File: src/inc/lcdft_pkg.sv
`default_nettype none
package lcdft_pkg;

  // Register indices; the byte address on APB is four times the index.
  localparam logic [9:0] IDX_FLAG       = 10'h00C;
  localparam logic [9:0] IDX_FLAG_EN    = 10'h08C;
  localparam logic [9:0] IDX_PRESCALE   = 10'h10E;
  localparam logic [9:0] IDX_CONTROL    = 10'h10F;
  localparam logic [9:0] IDX_PIXEL_BASE = 10'h110;
  localparam int         PIXEL_WORDS    = 16;

  // Field positions of display_control, the frame flag bit and the prescale width.
  localparam int CTL_DRIVE_EN   = 7;
  localparam int CTL_SLEEP_STOP = 6;
  localparam int CTL_WR_ERR     = 5;
  localparam int CTL_BIAS       = 4;
  localparam int CTL_SRC_LO     = 2;
  localparam int CTL_COM_LO     = 0;
  localparam int FLAG_FRAME_BIT = 7;
  localparam int PRESCALE_WIDTH = 4;

  // Values after reset.
  localparam logic [7:0] CONTROL_RST  = 8'h00;
  localparam logic [3:0] PRESCALE_RST = 4'h0;

  // Timing-source codes; both codes with the upper bit set pick the RC oscillator.
  localparam logic [1:0] SRC_SYS_DIV = 2'h0;
  localparam logic [1:0] SRC_AUX     = 2'h1;

  // Common-count code for three commons, the only mode with the short frame.
  localparam logic [1:0] COM_THREE = 2'h2;

  // Fixed divider on the system clock and frame lengths in prescaled ticks.
  localparam int         SYS_DIV           = 256;
  localparam logic [7:0] SYS_DIV_LAST      = 8'(SYS_DIV - 1);
  localparam int         FRAME_TICKS_STD   = 128;
  localparam int         FRAME_TICKS_THREE = 96;
  localparam logic [6:0] FRAME_LAST_STD    = 7'(FRAME_TICKS_STD - 1);
  localparam logic [6:0] FRAME_LAST_THREE  = 7'(FRAME_TICKS_THREE - 1);

  // Frame sequencer states.
  typedef enum logic [2:0] {
    ST_HALT  = 3'b001,
    ST_START = 3'b010,
    ST_RUN   = 3'b100
  } lcdft_state_t;

endpackage
`default_nettype wire

File: src/verilog/lcdft_frame_timing.sv
// Chosen here: the APB slave port.
`timescale 1ns/100ps
`default_nettype none
module lcdft_frame_timing
  import lcdft_pkg::*;
(
  input  wire logic        sys_clk,
  input  wire logic        rst,
  input  wire logic        psel,
  input  wire logic        penable,
  input  wire logic        pwrite,
  input  wire logic [11:0] paddr,
  input  wire logic [31:0] pwdata,
  input  wire logic [3:0]  pstrb,
  output logic      [31:0] prdata,
  output logic             pready,
  output logic             pslverr,
  input  wire logic        cpuSleep,
  input  wire logic        auxClkIn,
  input  wire logic        rcClkIn,
  output logic      [3:0]  commonDrive,
  output logic      [31:0] segmentDrive,
  output logic             minVoltageDrive,
  output logic             biasPowerUp,
  output logic             rcOscEnable,
  output logic             frameIrq
);

  typedef struct packed {
    lcdft_state_t st;
    logic [7:0]   ctl;
    logic [3:0]   prescale;
    logic         frameFlag;
    logic         frameEn;
    logic [127:0] pixels;
    logic [6:0]   cnt;
    logic [1:0]   phase;
    logic         auxPrev;
    logic         rcPrev;
    logic [3:0]   com;
    logic [31:0]  seg;
    logic         minV;
    logic         bias;
    logic         rcEn;
    logic         irq;
    logic [31:0]  rdata;
    logic         ready;
    logic         slverr;
  } lcdft_core_t;

  localparam lcdft_core_t CORE_RST = '{st: ST_HALT, ctl: CONTROL_RST, prescale: PRESCALE_RST, default: '0};

  lcdft_core_t s_reg;
  lcdft_core_t s_next;

  logic       tickSys;
  logic       baseTick;
  logic       selTick;
  logic       halted;
  logic [1:0] lmux;
  logic [6:0] frameLast;
  logic [6:0] nextCnt;
  logic       readPhase;
  logic [1:0] readIdx;
  logic       frameEvt;
  logic       disallowed;
  logic       setup;
  logic       access;
  logic [9:0] idx;
  logic [9:0] pixDiff;
  logic       pixHit;
  logic       mapped;
  logic       pixWrite;
  logic [7:0] rdMux;

  // Common phase that a frame count belongs to for the current mode.
  function automatic logic [1:0] phase_of(input logic [6:0] c, input logic [1:0] mode);
    logic [1:0] p;
    p = 2'h0;
    if (mode == 2'h1) begin
      p = {1'b0, c[6]};
    end else if (mode != 2'h0) begin
      p = c[6:5];
    end
    return p;
  endfunction

  // Fixed division of the system clock; no register reaches this divider.
  lcdft_tick_div #(
    .W (8)
  ) u_sys_div (
    .sys_clk (sys_clk),
    .rst     (rst),
    .clear   (1'b0),
    .tickIn  (1'b1),
    .divLast (SYS_DIV_LAST),
    .tickOut (tickSys)
  );

  // Prescaler divides the selected timing clock by prescale plus one.
  lcdft_tick_div #(
    .W (PRESCALE_WIDTH)
  ) u_prescale (
    .sys_clk (sys_clk),
    .rst     (rst),
    .clear   (s_reg.st != ST_RUN),
    .tickIn  (selTick),
    .divLast (s_reg.prescale),
    .tickOut (baseTick)
  );

  // Address decode for the APB slave; only word-aligned hits are mapped.
  always_comb begin
    idx     = paddr[11:2];
    pixDiff = idx - IDX_PIXEL_BASE;
    pixHit  = (idx >= IDX_PIXEL_BASE) && (pixDiff < 10'(PIXEL_WORDS));
    mapped  = (paddr[1:0] == 2'h0) &&
              (pixHit || idx == IDX_FLAG || idx == IDX_FLAG_EN || idx == IDX_PRESCALE || idx == IDX_CONTROL);
    setup   = psel && !penable;
    access  = psel && penable && s_reg.ready;
  end

  // Read data is chosen in the setup cycle so prdata leaves a flip-flop.
  always_comb begin
    rdMux = 8'h00;
    if (pixHit) begin
      rdMux = s_reg.pixels[{pixDiff[3:0], 3'h0} +: 8];
    end else if (idx == IDX_CONTROL) begin
      rdMux = s_reg.ctl;
    end else if (idx == IDX_PRESCALE) begin
      rdMux = {4'h0, s_reg.prescale};
    end else if (idx == IDX_FLAG) begin
      rdMux = {s_reg.frameFlag, 7'h00};
    end else if (idx == IDX_FLAG_EN) begin
      rdMux = {s_reg.frameEn, 7'h00};
    end
  end

  // Timing-source selection; the edge detectors see inputs that are already synchronous.
  always_comb begin
    halted = !s_reg.ctl[CTL_DRIVE_EN] || (cpuSleep && s_reg.ctl[CTL_SLEEP_STOP]);
    lmux   = s_reg.ctl[CTL_COM_LO +: 2];
    unique case (s_reg.ctl[CTL_SRC_LO +: 2])
      SRC_SYS_DIV: selTick = tickSys;
      SRC_AUX:     selTick = auxClkIn && !s_reg.auxPrev;
      default:     selTick = rcClkIn && !s_reg.rcPrev;
    endcase
    frameLast = (lmux == COM_THREE) ? FRAME_LAST_THREE : FRAME_LAST_STD;
    nextCnt   = (s_reg.cnt == frameLast) ? 7'h00 : s_reg.cnt + 7'h01;
  end

  // Frame sequencer, pixel reads and register updates.
  always_comb begin
    s_next         = s_reg;
    readPhase      = 1'b0;
    readIdx        = 2'h0;
    frameEvt       = 1'b0;
    pixWrite       = 1'b0;
    s_next.auxPrev = auxClkIn;
    s_next.rcPrev  = rcClkIn;

    unique case (s_reg.st)
      ST_HALT: begin
        s_next.cnt   = 7'h00;
        s_next.phase = 2'h0;
        if (!halted) begin
          s_next.st = ST_START;
        end
      end
      ST_START: begin
        if (halted) begin
          s_next.st = ST_HALT;
        end else begin
          readPhase = 1'b1;
          s_next.st = ST_RUN;
        end
      end
      ST_RUN: begin
        if (halted) begin
          s_next.st = ST_HALT;
        end else if (baseTick) begin
          s_next.cnt = nextCnt;
          if (nextCnt == 7'h00 || phase_of(nextCnt, lmux) != s_reg.phase) begin
            readPhase = 1'b1;
            readIdx   = phase_of(nextCnt, lmux);
          end
        end
      end
    endcase

    // A phase start loads the next common's segment row; the last row raises the frame event.
    if (readPhase) begin
      s_next.phase = readIdx;
      s_next.com   = 4'h1 << readIdx;
      s_next.seg   = s_reg.pixels[{readIdx, 5'h00} +: 32];
      frameEvt     = (readIdx == lmux);
    end
    // Stopped driving forces every line to the minimum level at once.
    if (halted) begin
      s_next.com = 4'h0;
      s_next.seg = 32'h0;
    end
    s_next.minV = cpuSleep && s_reg.ctl[CTL_SLEEP_STOP] && s_reg.ctl[CTL_DRIVE_EN];
    s_next.bias = s_reg.ctl[CTL_BIAS];
    s_next.rcEn = s_reg.ctl[CTL_DRIVE_EN] && s_reg.ctl[CTL_SRC_LO + 1];
    s_next.irq  = s_reg.frameFlag && s_reg.frameEn;

    // APB answers with one access cycle and no wait states.
    s_next.ready = setup;
    if (setup) begin
      s_next.rdata  = {24'h000000, rdMux};
      s_next.slverr = !mapped;
    end
    if (access && pwrite && pstrb[0] && !s_reg.slverr) begin
      if (pixHit) begin
        s_next.pixels[{pixDiff[3:0], 3'h0} +: 8] = pwdata[7:0];
        pixWrite = 1'b1;
      end else if (idx == IDX_CONTROL) begin
        s_next.ctl = pwdata[7:0];
      end else if (idx == IDX_PRESCALE) begin
        s_next.prescale = pwdata[PRESCALE_WIDTH-1:0];
      end else if (idx == IDX_FLAG) begin
        s_next.frameFlag = pwdata[FLAG_FRAME_BIT];
      end else if (idx == IDX_FLAG_EN) begin
        s_next.frameEn = pwdata[FLAG_FRAME_BIT];
      end
    end

    // Hardware sets come last so an event in the clearing cycle is not lost.
    if (frameEvt) begin
      s_next.frameFlag = 1'b1;
    end
    if (pixWrite && disallowed) begin
      s_next.ctl[CTL_WR_ERR] = 1'b1;
    end
  end

  // Writes are safe while halted or in the last common phase, between the frame event and the boundary.
  assign disallowed = (s_reg.st != ST_HALT) && !((s_reg.st == ST_RUN) && (s_reg.phase == lmux));

  // All state registers together; reset is synchronous.
  always_ff @(posedge sys_clk) begin
    if (rst) begin
      s_reg <= CORE_RST;
    end else begin
      s_reg <= s_next;
    end
  end

  assign prdata          = s_reg.rdata;
  assign pready          = s_reg.ready;
  assign pslverr         = s_reg.slverr;
  assign commonDrive     = s_reg.com;
  assign segmentDrive    = s_reg.seg;
  assign minVoltageDrive = s_reg.minV;
  assign biasPowerUp     = s_reg.bias;
  assign rcOscEnable     = s_reg.rcEn;
  assign frameIrq        = s_reg.irq;
endmodule
`default_nettype wire

File: src/verilog/lcdft_tick_div.sv
`timescale 1ns/100ps
`default_nettype none
// Divides a stream of one-cycle ticks by (divLast + 1) and emits one-cycle pulses.
module lcdft_tick_div
  import lcdft_pkg::*;
#(
  parameter int W = 8
) (
  input  wire logic         sys_clk,
  input  wire logic         rst,
  input  wire logic         clear,
  input  wire logic         tickIn,
  input  wire logic [W-1:0] divLast,
  output logic              tickOut
);

  generate
    if (W < 1) begin : g_bad_width
      $error("lcdft_tick_div needs a width of at least one bit");
    end
  endgenerate

  typedef struct packed {
    logic [W-1:0] cnt;
    logic         out;
  } lcdft_div_t;

  lcdft_div_t s_reg;
  lcdft_div_t s_next;

  // The count restarts whenever clear is high so a new frame starts from a full period.
  always_comb begin
    s_next     = s_reg;
    s_next.out = 1'b0;
    if (clear) begin
      s_next.cnt = '0;
    end else if (tickIn) begin
      if (s_reg.cnt >= divLast) begin
        s_next.cnt = '0;
        s_next.out = 1'b1;
      end else begin
        s_next.cnt = s_reg.cnt + W'(1);
      end
    end
  end

  // Synchronous reset to a cleared counter.
  always_ff @(posedge sys_clk) begin
    if (rst) begin
      s_reg <= '0;
    end else begin
      s_reg <= s_next;
    end
  end

  assign tickOut = s_reg.out;

endmodule
`default_nettype wire
File: config.mk
export PLATFORM = sky130hd
export DESIGN_NAME = lcdft_frame_timing
export DESIGN_NICKNAME = d
export VERILOG_FILES = /design/src/inc/lcdft_pkg.sv /design/src/verilog/lcdft_frame_timing.sv /design/src/verilog/lcdft_tick_div.sv
export SDC_FILE = /design/constraint.sdc
export NUM_CORES = 1
export LEC_CHECK = 0
export ABC_CLOCK_PERIOD_IN_PS = 3800
export BUFFER_PORTS_ARGS = -buffer_cell sky130_fd_sc_hd__buf_4
export CAP_MARGIN = 25
export CORE_MARGIN = 3
export CORE_UTILIZATION = 64
export DETAILED_ROUTE_END_ITERATION = 10
export GPL_TIMING_DRIVEN = 1
export PLACE_DENSITY = 0.85
export SYNTH_ARGS = -nofsm -noshare
export SYNTH_HDL_FRONTEND = slang
export SYNTH_HIERARCHICAL = 1
export SYNTH_SLANG_ARGS = --single-unit
File: constraint.sdc
create_clock -name sys_clk -period 3.8 [get_ports sys_clk]
set_clock_uncertainty 0.05 [all_clocks]
set_input_delay 0.19 -clock sys_clk [delete_from_list [all_inputs] [get_ports sys_clk]]
set_output_delay 0.19 -clock sys_clk [all_outputs]
set_load 0.05 [all_outputs]
# [Word level (Yosys, flattened, before mapping)]
# Cells that the tools add are included.
[word_totals] rom_bits=0 out_inout_bits=74 regBits=220 n_memories=0 wordCells=169 ram_bits=0 inputBits=56 latch_bits=0
[op_classes] n_shift=5 n_eq_ne=24 bitwise_logic=5 n_div=0 mux=50 n_reduce_logical=52 n_lt_le_gt_ge=4 n_mul=0 add_sub_neg=5
[op_table] cell="$mux 140" n=1
[op_table] cell="$bwmux 128" n=1
[op_table] cell="$mux 128" n=1
[op_table] cell="$shift 8x9->128 const A" n=1
[op_table] cell="$shiftx 128x8->32" n=1
[op_table] cell="$shiftx 128x8->8" n=1
[op_table] cell="$shiftx 8x9->128" n=1
[op_table] cell="$mux 8" n=5
[op_table] cell="$mux 2" n=12
[op_table] cell="$mux 7" n=3
[op_table] cell="$eq 10x9->1 const B" n=2
[op_table] cell="$mux 6" n=3
[op_table] cell="$logic_and 1x1->1" n=17
[op_table] cell="$mux 1" n=14
[op_table] cell="$pmux 7 s2" n=1
[op_table] cell="$reduce_bool 2->1" n=7
[op_table] cell="$mux 12" n=1
[op_table] cell="$ne 2x2->1 const B" n=6
[op_table] cell="$eq 10x4->1 const B" n=1
[op_table] cell="$eq 10x8->1 const B" n=1
[op_table] cell="$ge 10x9->1 const B" n=1
[op_table] cell="$lt 10x5->1 const B" n=1
[op_table] cell="$sub 10x9->10 const B" n=1
[op_table] cell="$mux 3" n=3
[op_table] cell="other kinds (33)" n=59

# [Logic depth before layout (Yosys ltp)]
[logic_depth] word_depth=19 ltp_mapped=14 depth_no_buf=10

# [Cells and area by module]
# The synthesis kept the hierarchy.
[by_module_without_submodules] module="lcdft_frame_timing" instances=1 cells_each=1199 area_each_um2=10328.7
[by_module_without_submodules] module="lcdft_tick_div (u_sys_div)" instances=1 cells_each=64 area_each_um2=653.1
[by_module_without_submodules] module="lcdft_tick_div (u_prescale)" instances=1 cells_each=37 area_each_um2=332.8

# [Worst setup path before layout]
# Ideal clock, no wire load.
[synth_timing] kind="input port to flip-flop" start="in paddr[3]" end="reg with a tool-made name" cell_stages=11 arrival_ns=2.513 slack_ns=1.172 path_cell_list="clkbuf_1 clkbuf_1 inv_1 ha_1 nor3b_1 nor2b_1 clkbuf_1 nand2_1 nor2_1 a21oi_1 nor2_1"
[synth_rtl] item="start, declared" line_no="lcdft_frame_timing.sv:12" text="input wire logic [11:0] paddr,"

# [Worst setup path in the final report]
[layout_timing] start="reg s_reg[78] (netlist bit)" end="reg s_reg[214] (netlist bit)"
[layout_between] elab_chain_len=17
[layout_rtl] item="start, declared" line_no="lcdft_frame_timing.sv:53" text="lcdft_core_t s_reg;"
[layout_rtl] item="start signal, assigned" line_no="lcdft_frame_timing.sv:246" text="s_reg <= s_next;"
[layout_rtl] item="$add 7x1->7 / $eq 7x7->1 (equally long branches)" line_no="lcdft_frame_timing.sv:149" text="nextCnt = (s_reg.cnt == frameLast) ? 7'h00 : s_reg.cnt + 7'h01;"
[layout_rtl] item="$mux 7 *" line_no="lcdft_frame_timing.sv:149"
[layout_rtl] item="$mux 2" line_no="lcdft_frame_timing.sv:82" text="end else if (mode != 2'h0) begin"
[layout_rtl] item="$mux 2" line_no="lcdft_frame_timing.sv:80" text="if (mode == 2'h1) begin"
[layout_rtl] item="$mux 2" line_no="lcdft_frame_timing.sv:181" text="end else if (baseTick) begin"
[layout_rtl] item="$mux 2" line_no="lcdft_frame_timing.sv:179" text="if (halted) begin"
[layout_rtl] item="$mux 2" line_no="lcdft_frame_timing.sv:162" text="unique case (s_reg.st)"
[layout_rtl] item="$ne 2x2->1" line_no="lcdft_frame_timing.sv:183" text="if (nextCnt == 7'h00 || phase_of(nextCnt, lmux) != s_reg.phase) begin"
[layout_rtl] item="$logic_or 1x1->1" line_no="lcdft_frame_timing.sv:183"
[layout_rtl] item="$mux 2" line_no="lcdft_frame_timing.sv:183"
[layout_rtl] item="$mux 2" line_no="lcdft_frame_timing.sv:181"
[layout_rtl] item="$mux 2" line_no="lcdft_frame_timing.sv:179"
[layout_rtl] item="$mux 2" line_no="lcdft_frame_timing.sv:162"
[layout_rtl] item="$eq 2x2->1" line_no="lcdft_frame_timing.sv:196" text="frameEvt = (readIdx == lmux);"
[layout_rtl] item="$mux 1 *" line_no="lcdft_frame_timing.sv:192" text="if (readPhase) begin"
[layout_rtl] item="$ne 2x2->1 (no source line) / $reduce_bool 2->1 (equally long branches)"
[layout_rtl] item="$reduce_and 5->1 (no source line)"
# Every way passes the cells marked *; elsewhere a longest branch is shown, timed or not. The select of a mux whose other input is x is not followed.
# A chain may end at the register's enable or synchronous reset.

==> impl_metrics.csv <==
group,metric,value,unit
finish,area_growth,10.6,%
finish,final_nets,1381,
clocking,cts.sinks,220,
synthesis,synth_edf_count,0,
critical_path,cp_max_fo,27,
sta,hold_violations,0,
critical_path,critical_path.slowest_cell,"nor4b_4",
clocking,clockBufferDepth,3,
grt,antenna_found_initial,1,
drt,drtIter0Drc,1567,
drt,firstDrtPassIters,7,
synthesis,synth.top_cell.area_share,38.9,%
sta,final.period_utilization,84.2,%
synthesis,ys.flop_type,"dfxtp_1",
grt,grt_pass1_wl,53000,microns
floorplan,top_level_ports,130,
job,max_cap_violations,0,
sta,fin_setup_tns,0,ns
floorplan,start_util,66.8,%
sta,finalSetupViolCount,0,
grt,grt_max_degree,149,
clocking,post-cts-setup-buffers,0,
grt,overflow,0,
critical_path,arrival,3.51,ns
floorplan,dieWidth,139,microns
drt,drc,0,
floorplan,die-area,19300,sq um
synthesis,syn-instance-count,1300,
sta,rsz0062_at_grt,"no",
critical_path,required,4.11,ns
placement,numPortBuffers,78,
synthesis,synth-seq-cells,220,
sta,fmax,313,MHz
drt,routed_wl,34200,microns
power,cellLeakagePower,0.00480,uW
hold_path,hold_path.class,"input port to flop",
finish,final_util,73.9,%
synthesis,async_reset_ff_share,0,%
clocking,ctsHoldBuffers,13,
drt,post_drt_wl_per_cell,22.2,microns
drt,vias,10200,
sta,fin_crit,3.20,ns
critical_path,crit_type,"flop to flop",
drt,via_per_inst,6.65,
clocking,cts.repair.resized,0,
floorplan,dieHeight,139,microns
critical_path,crit_path_start_kind,"flop",
clocking,clockRootBuffer,"clkbuf_16",
clocking,cts_tree,"yes",
synthesis,ys_top_cells_by_area,"dfxtp_1, mux4_2, nor2_1",
synthesis,synthesis.area,11300,sq um
critical_path,path_buf_inv,1,
clocking,insertion_delay,0.51,ns
critical_path,worstSetupEndpointType,"flop",
outcome,status,"finished, final reports clean",
synthesis,yosys_warnings,6,
critical_path,max_stage_delay,0.61,ns
placement,place_ws,0.671,ns
clocking,htreeDepth,1,
placement,gp_congestion,0.897,
power,vdd_drop_max,330,uV
clocking,cts_made_buffers,23,
critical_path,cp_top_family,"simple AND/OR/NAND/NOR gates",
finish,drive_gt1_share,15.3,%
sta,hold_ws,0.0287,ns
sta,fin_ws,0.601,ns
sta,slew_viol_final,0,
grt,grtUsageTotal,33.9,%
finish,n_antenna_cell,0,
synthesis,synth_cell_types,69,
critical_path,crit_chain,"ha_1, and4_1, and2_2, a22oi_1, a221oi_2, nor4b_4, o32ai_4, buf_12, a21boi_0, a211oi_1",
sta,max_slew_margin,29.9,%
grt,grt_pass1_vias,9737,
floorplan,core,16900,sq um
floorplan,fp-row-count,47,
sta,worstMarginPinSlew,1.05,ns
drt,ant_nets,0,
power,power.density,405,nW/um^2
synthesis,ys_seq_area_share,38.9,%
synthesis,synth_top_area_cell,"dfxtp_1",
power,total_power,5060,uW
synthesis,syn_area_per_cell,8.70,sq um
clocking,clk_pin_slew,0.06,ns
placement,hpwl,21100,microns
metal layers:
layer	vias to the layer above	track usage, %	part of all wire [%]
li1	4510	-	-
met1	4764	44.6	36
met2	769	51.5	43
met3	199	10.1	15
met4	2	15.9	6.1
met5	-	0	0.038
cells in the final DEF (no fill, tap or decap), types with 4 or more instances in the layout:
cell and instances:
a22oi_1 35, mux2i_1 55, conb_1 34, ha_1 20
and3_1 4, o21ai_0 32, or3_1 20, nor4_2 7
nand3b_1 4, o21a_1 13, xor2_1 10, nor2_1 222
clkbuf_1 4, a221oi_1 23, mux4_2 39, a21oi_1 153
clkbuf_16 23, buf_4 96, and4_1 4, a31oi_1 4
inv_1 18, nand4_1 8, o21ai_1 9, and2_1 7
nor2b_1 12, nand2b_1 11, nand3_1 15, xnor2_1 6
dfxtp_1 220, nor3b_1 4, clkbuf_8 9, a211oi_1 6
nor3_1 32, nand2_1 91, a222oi_1 4, dlygate4sd3_1 13
cell usage after synthesis, types with 9 or more instances:
master / instances
nand2_1: 91
o21a_1: 13
mux2i_1: 55
o21ai_1: 9
inv_1: 18
nand3_1: 15
a221oi_1: 23
o21ai_0: 32
buf_2: 15
xor2_1: 10
clkbuf_1: 67
nand2b_1: 11
buf_4: 74
nor2_1: 222
or3_1: 20
a22oi_1: 35
nor2b_1: 12
ha_1: 20
nor3_1: 35
a21oi_1: 154
dfxtp_1: 220
mux4_2: 39
final cells by class:
| cell class | count | area [sq um] |
|---|---|---|
| fill | 1186 | 4430 |
| inverter | 18 | 67.6 |
| clock buffer | 36 | 714 |
| clock inverter | 5 | 100 |
| tap | 220 | 275 |
| sequential | 220 | 4400 |
| timing repair buffer | 111 | 891 |
| multi-input combinational | 931 | 6060 |
report_power, final:
| part | switching [uW] | internal (uW) | total (uW) |
|---|---|---|---|
| sequential | 8.24 | 2320 | 2320 |
| clock | 917 | 1490 | 2400 |
| combinational | 244 | 89.3 | 333 |
stage by stage:
step                cell area (sq um)  std cells
floorplan                       11400       1332
global placement                11600       1487
detailed placement              11600       1487
CTS                             12500       1541
global route                    12500       1541
finish                          12500       1541
cell families (layout without fill, tap and decap cells):
group / Yosys count / after routing / share of synthesized area [%]
flip-flops: 220 / 220 / 38.9
AND/OR/NAND/NOR: 460 / 460 / 19.1
other: 2 / 34 / 0.0664
AO/OA/AOI/OAI: 306 / 306 / 16.9
adder cells (fa/ha/maj): 20 / 20 / 2.21
multiplexers: 95 / 95 / 12.7
buffers and inverters: 181 / 170 / 8.77
XOR/XNOR: 16 / 16 / 1.24
path summary, 6_finish.rpt:
kind / start / to / slack, ns / cells after the start
setup reg to reg: s_reg[78]$_SDFFE_PP0P_ / s_reg[214]$_SDFFE_PP0P_ / 0.60 / 10
setup / recovery: s_reg[78]$_SDFFE_PP0P_ / s_reg[214]$_SDFFE_PP0P_ / 0.60 / 10
hold / removal: rst / flop / 0.03 / 2
hold reg to reg: prdata[7]$_SDFFE_PP0P_ / prdata[7]$_SDFFE_PP0P_ / 0.41 / 2
(Power assumes the default switching activity.)
